File: config.mk
export PLATFORM = sky130hd
export DESIGN_NAME = smcc_top
export DESIGN_NICKNAME = d
export VERILOG_FILES = /design/src/rtl/smcc_top.v /design/src/rtl/smcc_sync.v /design/src/rtl/smcc_prog_timer.v
export VERILOG_INCLUDE_DIRS = /design/src /design/src/rtl
export SDC_FILE = /design/constraint.sdc
export NUM_CORES = 1
export LEC_CHECK = 0
export ABC_AREA = 1
export BUFFER_PORTS_ARGS = -buffer_cell sky130_fd_sc_hd__buf_2
export CORE_UTILIZATION = 45
export CTS_BUF_LIST = sky130_fd_sc_hd__clkbuf_8 sky130_fd_sc_hd__clkbuf_16
export CTS_CLUSTER_DIAMETER = 150
export DETAILED_ROUTE_END_ITERATION = 16
export GPL_ROUTABILITY_DRIVEN = 0
export PLACE_DENSITY = 0.71
export SKIP_CTS_REPAIR_TIMING = 1
export SYNTH_ARGS = -nofsm -noshare
export SYNTH_HDL_FRONTEND = slang
export SYNTH_SLANG_ARGS = --single-unit
File: constraint.sdc
create_clock -name clock_i -period 4.6 [get_ports clock_i]
set_input_delay 0.46 -clock clock_i [delete_from_list [all_inputs] [get_ports clock_i]]
set_output_delay 0.46 -clock clock_i [all_outputs]
set_load 0.02 [all_outputs]
File: src/rtl/smcc_defines.vh
// constants for the serial memory control-command handler
// assumes inclusion by bare name from the top module only
`ifndef SMCC_DEFINES_VH
`define SMCC_DEFINES_VH

// opcodes
`define SMCC_OP_WR_ENABLE 8'h06
`define SMCC_OP_WR_DISABLE 8'h04
`define SMCC_OP_VOL_ENABLE 8'h50
`define SMCC_OP_CLR_STATUS 8'h30
`define SMCC_OP_PNV 8'h43
`define SMCC_OP_WPV 8'h4A
`define SMCC_OP_PRD 8'h41
`define SMCC_OP_ENTER4 8'hB7
`define SMCC_OP_EXIT4 8'hE9

// status and config bit positions
`define SMCC_SR1_BUSY_BIT 0
`define SMCC_SR1_LATCH_BIT 1
`define SMCC_SR2_PERR 5
`define SMCC_SR2_EERR 6
`define SMCC_CR2_ALEN_BIT 0

// reset values
`define SMCC_PAT_RST 8'h00
`define SMCC_NVPAT_RST 8'h00

// self-timed pattern program time and clock
`define SMCC_T_PROG_NS 50000
`define SMCC_CLK_NS 10

// frame states
`define SMCC_ST_OP 3'h0
`define SMCC_ST_WAIT 3'h1
`define SMCC_ST_DATA 3'h2
`define SMCC_ST_DWAIT 3'h3
`define SMCC_ST_DUMMY 3'h4
`define SMCC_ST_READ 3'h5
`define SMCC_ST_DROP 3'h6

`endif

File: src/rtl/smcc_top.v
// control-command handler of a serial memory device
// assumes link pins asynchronous, sampled on clock_i; mode 0 link
// Summary of operation
// RULE_01: write disable clears write enable latch
// RULE_02: latch zero refuses all latch-gated commands
// RULE_03: write disable ignored while write in progress
// RULE_04: opcode-only commands need select raised after byte
// RULE_05: quad mode opcodes arrive on four lines
// RULE_06: volatile enable marks next register write volatile
// RULE_07: clear status zeroes busy, latch, errors
// RULE_08: clear status needs no latch, works busy
// RULE_09: nv pattern program needs latch set
// RULE_10: nv program starts only after exact byte
// RULE_11: nv program shows busy, sets program error
// RULE_12: nv program end clears write enable latch
// RULE_13: host keeps pattern commands at 133 MHz max
// RULE_14: volatile pattern write needs latch, immediate
// RULE_15: pattern read: one dummy, then pattern out
// RULE_16: pattern repeats every eight further clocks; quad mode here repeats it every two clocks
// RULE_17: dummy cycle line values are ignored
// RULE_18: quad mode pattern read on four lines
// RULE_19: enter wide address sets length bit
// RULE_20: four-byte-only commands always use four bytes
// RULE_21: exit wide address clears length bit
// RULE_22: resets restore default; any-write may clear bit
// RULE_23: write enable sets write enable latch
// RULE_24: volatile-targeted write touches volatile regs only
// RULE_25: msb first, bit or nibble per clock
`timescale 1ns/1ps
`include "smcc_defines.vh"
module smcc_top #(
  parameter [31:0] PROG_NS = `SMCC_T_PROG_NS
) (
  // clock and reset
  input wire clock_i,
  input wire rst_i,
  // serial link pins
  input wire cs_n_i,
  input wire sck_i,
  input wire [3:0] io_i,
  output wire [3:0] io_o,
  output wire [3:0] io_oe_o,
  // mode and outside events
  input wire quad_peripheral_mode_i,
  input wire embedded_busy_i,
  input wire program_fail_i,
  input wire erase_fail_i,
  input wire soft_reset_i,
  input wire nv_address_length_default_i,
  input wire any_register_clear_ads_i,
  input wire register_write_done_i,
  input wire four_byte_only_cmd_i,
  // status outputs
  output wire write_enable_latch_o,
  output wire write_in_progress_flag_o,
  output wire program_error_o,
  output wire erase_error_o,
  output wire address_length_bit_o,
  output wire four_address_bytes_o,
  output wire volatile_target_o,
  output wire write_permit_o,
  output wire [7:0] learning_pattern_o,
  output wire [7:0] nv_learning_pattern_o
);
  // program interval in cycles, rounded up
  localparam [31:0] PROG_CYC =
    (PROG_NS + `SMCC_CLK_NS - 32'd1) / `SMCC_CLK_NS;

  wire [5:0] pins_s; // synchronised {cs_n, sck, io}
  wire cs_n_s; // deselect level
  wire sck_s; // link clock level
  wire [3:0] io_s; // data lines
  wire prog_done; // nv program interval over
  reg sck_d_r; // previous link clock level
  reg cs_d_r; // previous deselect level
  reg [2:0] st_r; // frame state
  reg [2:0] cnt_r; // units of current byte
  reg [7:0] sh_r; // input shift
  reg [7:0] op_r; // latched opcode
  reg [7:0] dat_r; // latched data byte
  reg [2:0] rd_r; // read position in pattern
  reg [3:0] io_o_r; // line drive values
  reg [3:0] io_oe_r; // line enables
  reg latch_r; // write enable latch
  reg prog_r; // write in progress
  reg perr_r; // program error
  reg eerr_r; // erase error
  reg alen_r; // address length bit
  reg four_r; // four address bytes in use
  reg vtgt_r; // next register write goes volatile
  reg permit_r; // latch-gated commands allowed
  reg [7:0] pat_r; // volatile learning pattern
  reg [7:0] nvpat_r; // nonvolatile learning pattern
  reg [7:0] pend_r; // value being programmed
  reg nvrun_r; // nv program underway
  reg start_r; // one-cycle program start
  reg strap_r; // apply reset default after release

  wire rise = sck_s & ~sck_d_r; // sample edge
  wire fall = ~sck_s & sck_d_r; // drive edge
  wire frame_end = cs_n_s & ~cs_d_r; // deselect edge
  wire busy = prog_r | embedded_busy_i; // any embedded operation
  // last unit of a byte: 2 nibbles or 8 bits
  wire last = quad_peripheral_mode_i ? (cnt_r == 3'h1)
                                     : (cnt_r == 3'h7);
  // next shift value, msb first (see RULE_25) (see RULE_05)
  wire [7:0] sh_nxt = quad_peripheral_mode_i ? {sh_r[3:0], io_s}
                                             : {sh_r[6:0], io_s[0]};

  // pin synchroniser
  smcc_sync u_sync (
    .clock_i(clock_i),
    .rst_i(rst_i),
    .async_i({cs_n_i, sck_i, io_i}),
    .sync_o(pins_s)
  );
  assign cs_n_s = pins_s[5];
  assign sck_s = pins_s[4];
  assign io_s = pins_s[3:0];

  // self-timed nv pattern program interval
  smcc_prog_timer #(
    .CYCLES(PROG_CYC)
  ) u_timer (
    .clock_i(clock_i),
    .rst_i(rst_i),
    .start_i(start_r),
    .done_o(prog_done)
  );

  // edge history of synchronised pins
  always @(posedge clock_i) begin
    if (rst_i) begin
      // match the synchroniser's reset level so no false edge follows
      sck_d_r <= 1'b1;
      cs_d_r <= 1'b1;
    end else begin
      sck_d_r <= sck_s;
      cs_d_r <= cs_n_s;
    end
  end

  // frame parser: opcode, data byte, dummy and read phases
  always @(posedge clock_i) begin
    if (rst_i) begin
      st_r <= `SMCC_ST_OP;
      cnt_r <= 3'h0;
      sh_r <= 8'h00;
      op_r <= 8'h00;
      dat_r <= 8'h00;
    end else if (cs_n_s) begin
      // deselected: ready for a new opcode
      st_r <= `SMCC_ST_OP;
      cnt_r <= 3'h0;
    end else if (rise) begin
      case (st_r)
        `SMCC_ST_OP: begin
          sh_r <= sh_nxt;
          cnt_r <= last ? 3'h0 : cnt_r + 3'h1;
          if (last) begin
            op_r <= sh_nxt;
            if (sh_nxt == `SMCC_OP_PRD) begin
              st_r <= `SMCC_ST_DUMMY;
            end else if (sh_nxt == `SMCC_OP_PNV ||
                         sh_nxt == `SMCC_OP_WPV) begin
              st_r <= `SMCC_ST_DATA;
            end else begin
              st_r <= `SMCC_ST_WAIT;
            end
          end
        end
        `SMCC_ST_DATA: begin
          sh_r <= sh_nxt;
          cnt_r <= last ? 3'h0 : cnt_r + 3'h1;
          if (last) begin
            dat_r <= sh_nxt;
            st_r <= `SMCC_ST_DWAIT;
          end
        end
        // line values ignored during latency (see RULE_17)
        `SMCC_ST_DUMMY: st_r <= `SMCC_ST_READ;
        `SMCC_ST_READ: st_r <= `SMCC_ST_READ;
        // a clock beyond the byte cancels the command (see RULE_04)
        `SMCC_ST_WAIT: st_r <= `SMCC_ST_DROP;
        `SMCC_ST_DWAIT: st_r <= `SMCC_ST_DROP; // see RULE_10
        `SMCC_ST_DROP: st_r <= `SMCC_ST_DROP;
        default: st_r <= `SMCC_ST_DROP;
      endcase
    end
  end

  // pattern output on falling edges, repeating per byte
  always @(posedge clock_i) begin
    if (rst_i) begin
      rd_r <= 3'h0;
      io_o_r <= 4'h0;
      io_oe_r <= 4'h0;
    end else if (cs_n_s || st_r != `SMCC_ST_READ) begin
      // release the lines outside the read phase
      rd_r <= 3'h0;
      io_o_r <= 4'h0;
      io_oe_r <= 4'h0;
    end else if (fall) begin
      if (quad_peripheral_mode_i) begin
        // nibble per clock on all four lines (see RULE_18)
        io_o_r <= rd_r[0] ? pat_r[3:0] : pat_r[7:4];
        io_oe_r <= 4'hF;
        rd_r <= {2'b00, ~rd_r[0]}; // see RULE_16
      end else begin
        // bit per clock on the output line (see RULE_15)
        io_o_r <= {2'b00, pat_r[3'h7 - rd_r], 1'b0};
        io_oe_r <= 4'h2;
        rd_r <= rd_r + 3'h1; // wraps each byte (see RULE_16)
      end
    end
  end

  // status flags, address length and patterns
  // one process owns every flag so that the priority between a set
  // and a clear in the same cycle is fixed by statement order alone
  always @(posedge clock_i) begin
    if (rst_i) begin
      latch_r <= 1'b0;
      prog_r <= 1'b0;
      perr_r <= 1'b0;
      eerr_r <= 1'b0;
      alen_r <= 1'b0;
      vtgt_r <= 1'b0;
      pat_r <= `SMCC_PAT_RST;
      nvpat_r <= `SMCC_NVPAT_RST;
      pend_r <= 8'h00;
      nvrun_r <= 1'b0;
      start_r <= 1'b0;
      strap_r <= 1'b1;
    end else begin
      // one-cycle strobes fall back by default
      start_r <= 1'b0;
      strap_r <= 1'b0;
      // length bit from nonvolatile default after reset (see RULE_22)
      // the default pin is read one cycle after release, not during
      // reset, so a strap that settles late is still honoured
      if (strap_r || soft_reset_i) begin
        alen_r <= nv_address_length_default_i;
      end else if (any_register_clear_ads_i) begin
        alen_r <= 1'b0; // see RULE_22
      end
      // volatile flag consumed by the register write (see RULE_24)
      if (register_write_done_i) begin
        vtgt_r <= 1'b0;
      end
      // commands act at deselect, never inside a frame
      if (frame_end && st_r == `SMCC_ST_WAIT) begin
        case (op_r)
          `SMCC_OP_WR_ENABLE: begin
            // accepted even while busy
            latch_r <= 1'b1; // see RULE_23
          end
          `SMCC_OP_WR_DISABLE: begin
            // an embedded operation keeps the latch (see RULE_03)
            if (!busy) begin
              latch_r <= 1'b0; // see RULE_01
            end
          end
          `SMCC_OP_VOL_ENABLE: begin
            // latch deliberately untouched
            vtgt_r <= 1'b1; // see RULE_06
          end
          `SMCC_OP_CLR_STATUS: begin
            // taken without latch, even while busy (see RULE_08)
            prog_r <= 1'b0; // see RULE_07
            latch_r <= 1'b0;
            perr_r <= 1'b0;
            eerr_r <= 1'b0;
          end
          `SMCC_OP_ENTER4: alen_r <= 1'b1; // see RULE_19
          `SMCC_OP_EXIT4: alen_r <= 1'b0; // see RULE_21
          default: ;
        endcase
      end
      // data commands gated by the latch (see RULE_02)
      if (frame_end && st_r == `SMCC_ST_DWAIT && latch_r && !busy) begin
        if (op_r == `SMCC_OP_PNV) begin
          // start self-timed program (see RULE_09) (see RULE_10)
          pend_r <= dat_r;
          nvrun_r <= 1'b1;
          start_r <= 1'b1;
          prog_r <= 1'b1; // see RULE_11
        end else if (op_r == `SMCC_OP_WPV) begin
          // the latch stays set; write disable, clear status or a program end clears it
          pat_r <= dat_r; // no busy time (see RULE_14)
        end
      end
      // program completion; a failure holds busy until cleared
      // a clear-status mid-program drops busy early, but the timer
      // still runs out and the latch is still cleared here
      if (prog_done && nvrun_r) begin
        nvrun_r <= 1'b0;
        latch_r <= 1'b0; // see RULE_12
        if (program_fail_i) begin
          perr_r <= 1'b1; // see RULE_11
        end else begin
          nvpat_r <= pend_r;
          prog_r <= 1'b0; // see RULE_11
        end
      end
      // outside failures set the flags; placed last so set wins
      if (program_fail_i && !nvrun_r) begin
        perr_r <= 1'b1;
      end
      if (erase_fail_i) begin
        eerr_r <= 1'b1;
      end
    end
  end

  // derived registered outputs
  // both lag their sources by one cycle, the price of flop outputs
  always @(posedge clock_i) begin
    if (rst_i) begin
      four_r <= 1'b0;
      permit_r <= 1'b0;
    end else begin
      four_r <= alen_r | four_byte_only_cmd_i; // see RULE_20
      permit_r <= latch_r & ~busy; // see RULE_02
    end
  end

  // every output comes straight from a flip-flop
  assign io_o = io_o_r;
  assign io_oe_o = io_oe_r;
  assign write_enable_latch_o = latch_r;
  assign write_in_progress_flag_o = prog_r;
  assign program_error_o = perr_r;
  assign erase_error_o = eerr_r;
  assign address_length_bit_o = alen_r;
  assign four_address_bytes_o = four_r;
  assign volatile_target_o = vtgt_r;
  assign write_permit_o = permit_r;
  assign learning_pattern_o = pat_r;
  assign nv_learning_pattern_o = nvpat_r;
endmodule // smcc_top

File: src/rtl/smcc_sync.v
// two-stage synchroniser for the six link pins
// assumes pins are asynchronous to clock_i
`timescale 1ns/1ps
module smcc_sync (
  // clock and reset
  input wire clock_i,
  input wire rst_i,
  // raw and synchronised pins
  input wire [5:0] async_i,
  output wire [5:0] sync_o
);
  reg [5:0] meta_r; // first stage, read by second stage only
  reg [5:0] sync_r; // second stage
  genvar gi;
  generate
    for (gi = 0; gi < 6; gi = gi + 1) begin : g_bit
      // one pair of flip-flops per pin; resets high (idle deselect)
      always @(posedge clock_i) begin
        if (rst_i) begin
          meta_r[gi] <= 1'b1;
          sync_r[gi] <= 1'b1;
        end else begin
          meta_r[gi] <= async_i[gi];
          sync_r[gi] <= meta_r[gi];
        end
      end
    end
  endgenerate
  assign sync_o = sync_r;
endmodule // smcc_sync

File: src/rtl/smcc_prog_timer.v
// self-timed program interval counter
// assumes start is a one-cycle pulse; done pulses once at expiry
`timescale 1ns/1ps
module smcc_prog_timer #(
  parameter [31:0] CYCLES = 32'd5000
) (
  // clock and reset
  input wire clock_i,
  input wire rst_i,
  // control
  input wire start_i,
  output reg done_o
);
  reg [31:0] cnt_r; // cycles left
  reg run_r; // interval running
  // count down from CYCLES, pulse done at the end
  always @(posedge clock_i) begin
    if (rst_i) begin
      cnt_r <= 32'h0;
      run_r <= 1'b0;
      done_o <= 1'b0;
    end else begin
      done_o <= 1'b0;
      if (start_i) begin
        cnt_r <= CYCLES - 32'h1;
        run_r <= 1'b1;
      end else if (run_r) begin
        if (cnt_r == 32'h0) begin
          run_r <= 1'b0;
          done_o <= 1'b1;
        end else begin
          cnt_r <= cnt_r - 32'h1;
        end
      end
    end
  end
endmodule // smcc_prog_timer

==> results.yml <==
power_and_ir_drop:
  vdd_drop_max_uv: 245
  p_comb_frac: 0.027
  clockPowerShare: 0.537
  leakagePower_uw: 0.00298
  swShare: 0.223
  internal_power_uw: 1890
  seq_power_share: 0.436
  power_density_mw_per_mm2: 359
  p_sw_uw: 544
cts:
  numCtsBuffers: 17
  cts_buffer_depth: 2
  clock_latency_ns: 0.42
  cts_sinks: 121
  cts-root-buf: "clkbuf_16"
  cts_tree: "yes"
  clk_pin_slew_worst_paths_ns: 0.06
  htreeDepth: 4
sta:
  setup-violations-final: 0
  drv_slew: 0
  worst_pin_slew_ns: 1.12
  rsz0062_at_grt: "false"
  hold_viol: 0
  clock_skew_ns: 0.00624
  post-route-period-util: 0.410
  worst_hold_slack_ns: 0.222
  min_period_ns: 1.89
  fmax_mhz: 530
  relSlewSlack: 0.250
  tns_ns: 0
global_route:
  grt_usage: 0.211
  grt_max_degree: 50
  overflow: 0
  grt_pass1_wl_um: 22200
  grt_pass1_vias: 4652
  antenna_found_initial: 0
yosys:
  ys_seq_area_frac: 0.411
  yosys_warnings: 0
  synth.cell_area_mm2: 0.00590
  synth_cell_type_count: 38
  avgSynthCellArea_um2: 7.16
  synth_nets: 844
  synth-seq-cells: 121
  synth_cells: 823
cells_and_area:
  instances_no_fill: 1051
  num_antenna_cells: 0
  fillers: 1266
  final_core_util: 0.533
  drive_gt1_frac: 0.180
  layout.nets: 888
  multi_input_area_mm2: 0.00290
  seqCellArea_mm2: 0.00242
  areaGrowthSynthToFinish_pct: 15.0
routing:
  ant_nets: 0
  route.detailed.drc: 0
  vias: 5161
  drtIter0Drc: 335
  viasPerCell: 4.91
  wl_per_cell_um: 12.5
  dr.pass1.iters: 5
  wirelength_um: 13100
worst_hold_path:
  min_from: "io_i[1]"
  hold_path.class: "input pin to flip-flop"
worst_setup_path:
  crit_chain: "inv_1 -> ha_1 -> nand2_1 -> nor2_1 -> nand2_1 -> nor2_1 -> nor2_4 -> nand3_1 -> nand2_1 -> a21oi_1"
  worstSetupStartpointType: "flip-flop"
  cpPeakStageDelay_ns: 0.50
  critPathSlowestCell: "nor2_4"
  r2r-start: "u_timer.cnt_r[0]"
  worst_ep_arrival_time_ns: 2.20
  critPathKind: "flip-flop to flip-flop"
  crit_start: "u_timer.cnt_r[0]"
  path_max_fanout: 27
  required_ns: 4.91
  end_kind: "flip-flop"
  crit_top_cell: "nand2_1"
die:
  start_util: 0.463
  fp.dieW_um: 116
  die_h_um: 116
  ios: 49
  row_count: 41
  dieArea_mm2: 0.0136
  core_mm2: 0.0127
outcome:
  status: "complete, no violations"
placed_design:
  port_buffers: 48
  dpl.cell_count: 1020
  post-dp-hpwl_um: 9310
flow_run:
  cap_viol_max_count: 0
==> cell usage after synthesis (all sizes together) <==
| library cell | count | area, um2 |
|---|---|---|
| nor3 | 11 | 65.1 |
| clkbuf | 8 | 30.0 |
| clkinv | 1 | 3.75 |
| buf | 16 | 134 |
| a21oi | 87 | 514 |
| nor4 | 2 | 12.5 |
| nand4 | 12 | 81.3 |
| o31ai | 1 | 7.51 |
| dfxtp | 121 | 2420 |
| ha | 4 | 50.1 |
| nor2 | 119 | 504 |
| o211ai | 5 | 37.5 |
| o21bai | 2 | 18.8 |
| nand3 | 45 | 250 |
| nand3b | 1 | 7.51 |
| nand2 | 170 | 677 |
| o21ai | 76 | 414 |
| or2 | 13 | 81.3 |
| a211oi | 4 | 30.0 |
| xnor2 | 5 | 43.8 |
| xor2 | 12 | 105 |
| inv | 108 | 405 |
==> path summary, 6_finish.rpt <==
check | to | slack, ns | cells after the start
worst max-delay path | u_timer.cnt_r[23] | 2.71 | 10
worst min register to register | u_sync.sync_o[0] | 0.41 | 1
worst max register to register | u_timer.cnt_r[23] | 2.71 | 10
worst min-delay path | u_sync.meta_r[1] | 0.22 | 2
==> through the flow <==
stage	total power (uW)	setup slack (ns)	instance area, um2
floorplan	1130	3.15	5900
finish	2430	2.71	6780
CTS	2460	2.72	6780
detailed placement	1150	2.42	6190
global placement	1150	2.48	6190
global route	2520	2.47	6780
==> registers in the layout (all words and copies together), names as in the netlist, 2 cells and up <==
signal and count:
sh_r 7, pend_r 8, learning_pattern_o 8, cnt_r 3
nv_learning_pattern_o 8, u_timer.cnt_r 32, io_oe_o 2, dat_r 8
op_r 8, u_sync.meta_r 6, rd_r 3, io_o 4
u_sync.sync_o 6, st_r 3
==> worst max-delay path: cells and delay by family (launching register included) <==
| kind | cells | cell delay, ns |
|---|---|---|
| buf+inv | 1 | 0.09 |
| simple gates | 7 | 1.07 |
| flops | 1 | 0.32 |
| compound gates | 1 | 0.05 |
| fa+ha+maj | 1 | 0.24 |
==> placed cells by master (no fill, tap or decap), types with 2 or more instances in the layout <==
cell type,count
nor3_2,2
nand2_1,162
inv_2,8
clkinv_4,5
nor2_2,8
o211ai_1,5
clkinvlp_4,2
ha_1,4
bufinv_16,2
nand4_1,11
o21ai_0,65
nand3_1,43
nor3_1,9
clkinv_2,2
buf_2,48
a21oi_2,21
nand2_2,6
nor4_1,2
inv_1,100
nor2_4,5
o21ai_2,9
a211oi_1,4
xor2_1,12
clkbuf_16,17
nand3_4,2
inv_6,2
a21oi_1,66
dfxtp_1,121
or2_2,13
o21ai_1,2
nor2_1,106
xnor2_1,5
==> kinds of logic after synthesis <==
| kind of cell | count (synthesis) | synth area share |
|---|---|---|
| xor+xnor | 17 | 0.0253 |
| simple gates | 373 | 0.285 |
| fa+ha+maj | 4 | 0.00849 |
| compound gates | 175 | 0.173 |
| flops | 121 | 0.411 |
| buf+inv | 133 | 0.0972 |
==> routing by layer <==
| layer | routed length [um] | global-route usage | part of all wire | vias to the layer above |
|---|---|---|---|---|
| li1 | - | - | - | 2734 |
| met1 | 6640 | 0.296 | 0.51 | 2276 |
| met2 | 5560 | 0.307 | 0.42 | 132 |
| met3 | 725 | 0.0529 | 0.055 | 19 |
| met4 | 183 | 0.0863 | 0.014 | 0 |
| met5 | 0 | 0 | 0 | - |
==> layout make-up <==
| cell class | instances | area share |
|---|---|---|
| clock buffer | 18 | 0.0648 |
| sequential | 121 | 0.357 |
| tap | 172 | 0.0317 |
| clock inverter | 13 | 0.0216 |
| inverter | 109 | 0.0603 |
| timing repair buffer | 49 | 0.0365 |
| multi-input combinational | 569 | 0.428 |
==> power groups by stage <==
stage	Sequential, uW	Combinational [uW]	Clock (uW)
final	1060	64.6	1310
after detailed placement	1080	64.7	0
after floorplan	1090	42.7	0
after global placement	1080	64.2	0
after CTS	1060	65.1	1330
after global routing	1060	72.6	1380
Power figures use the tool's default switching activity.
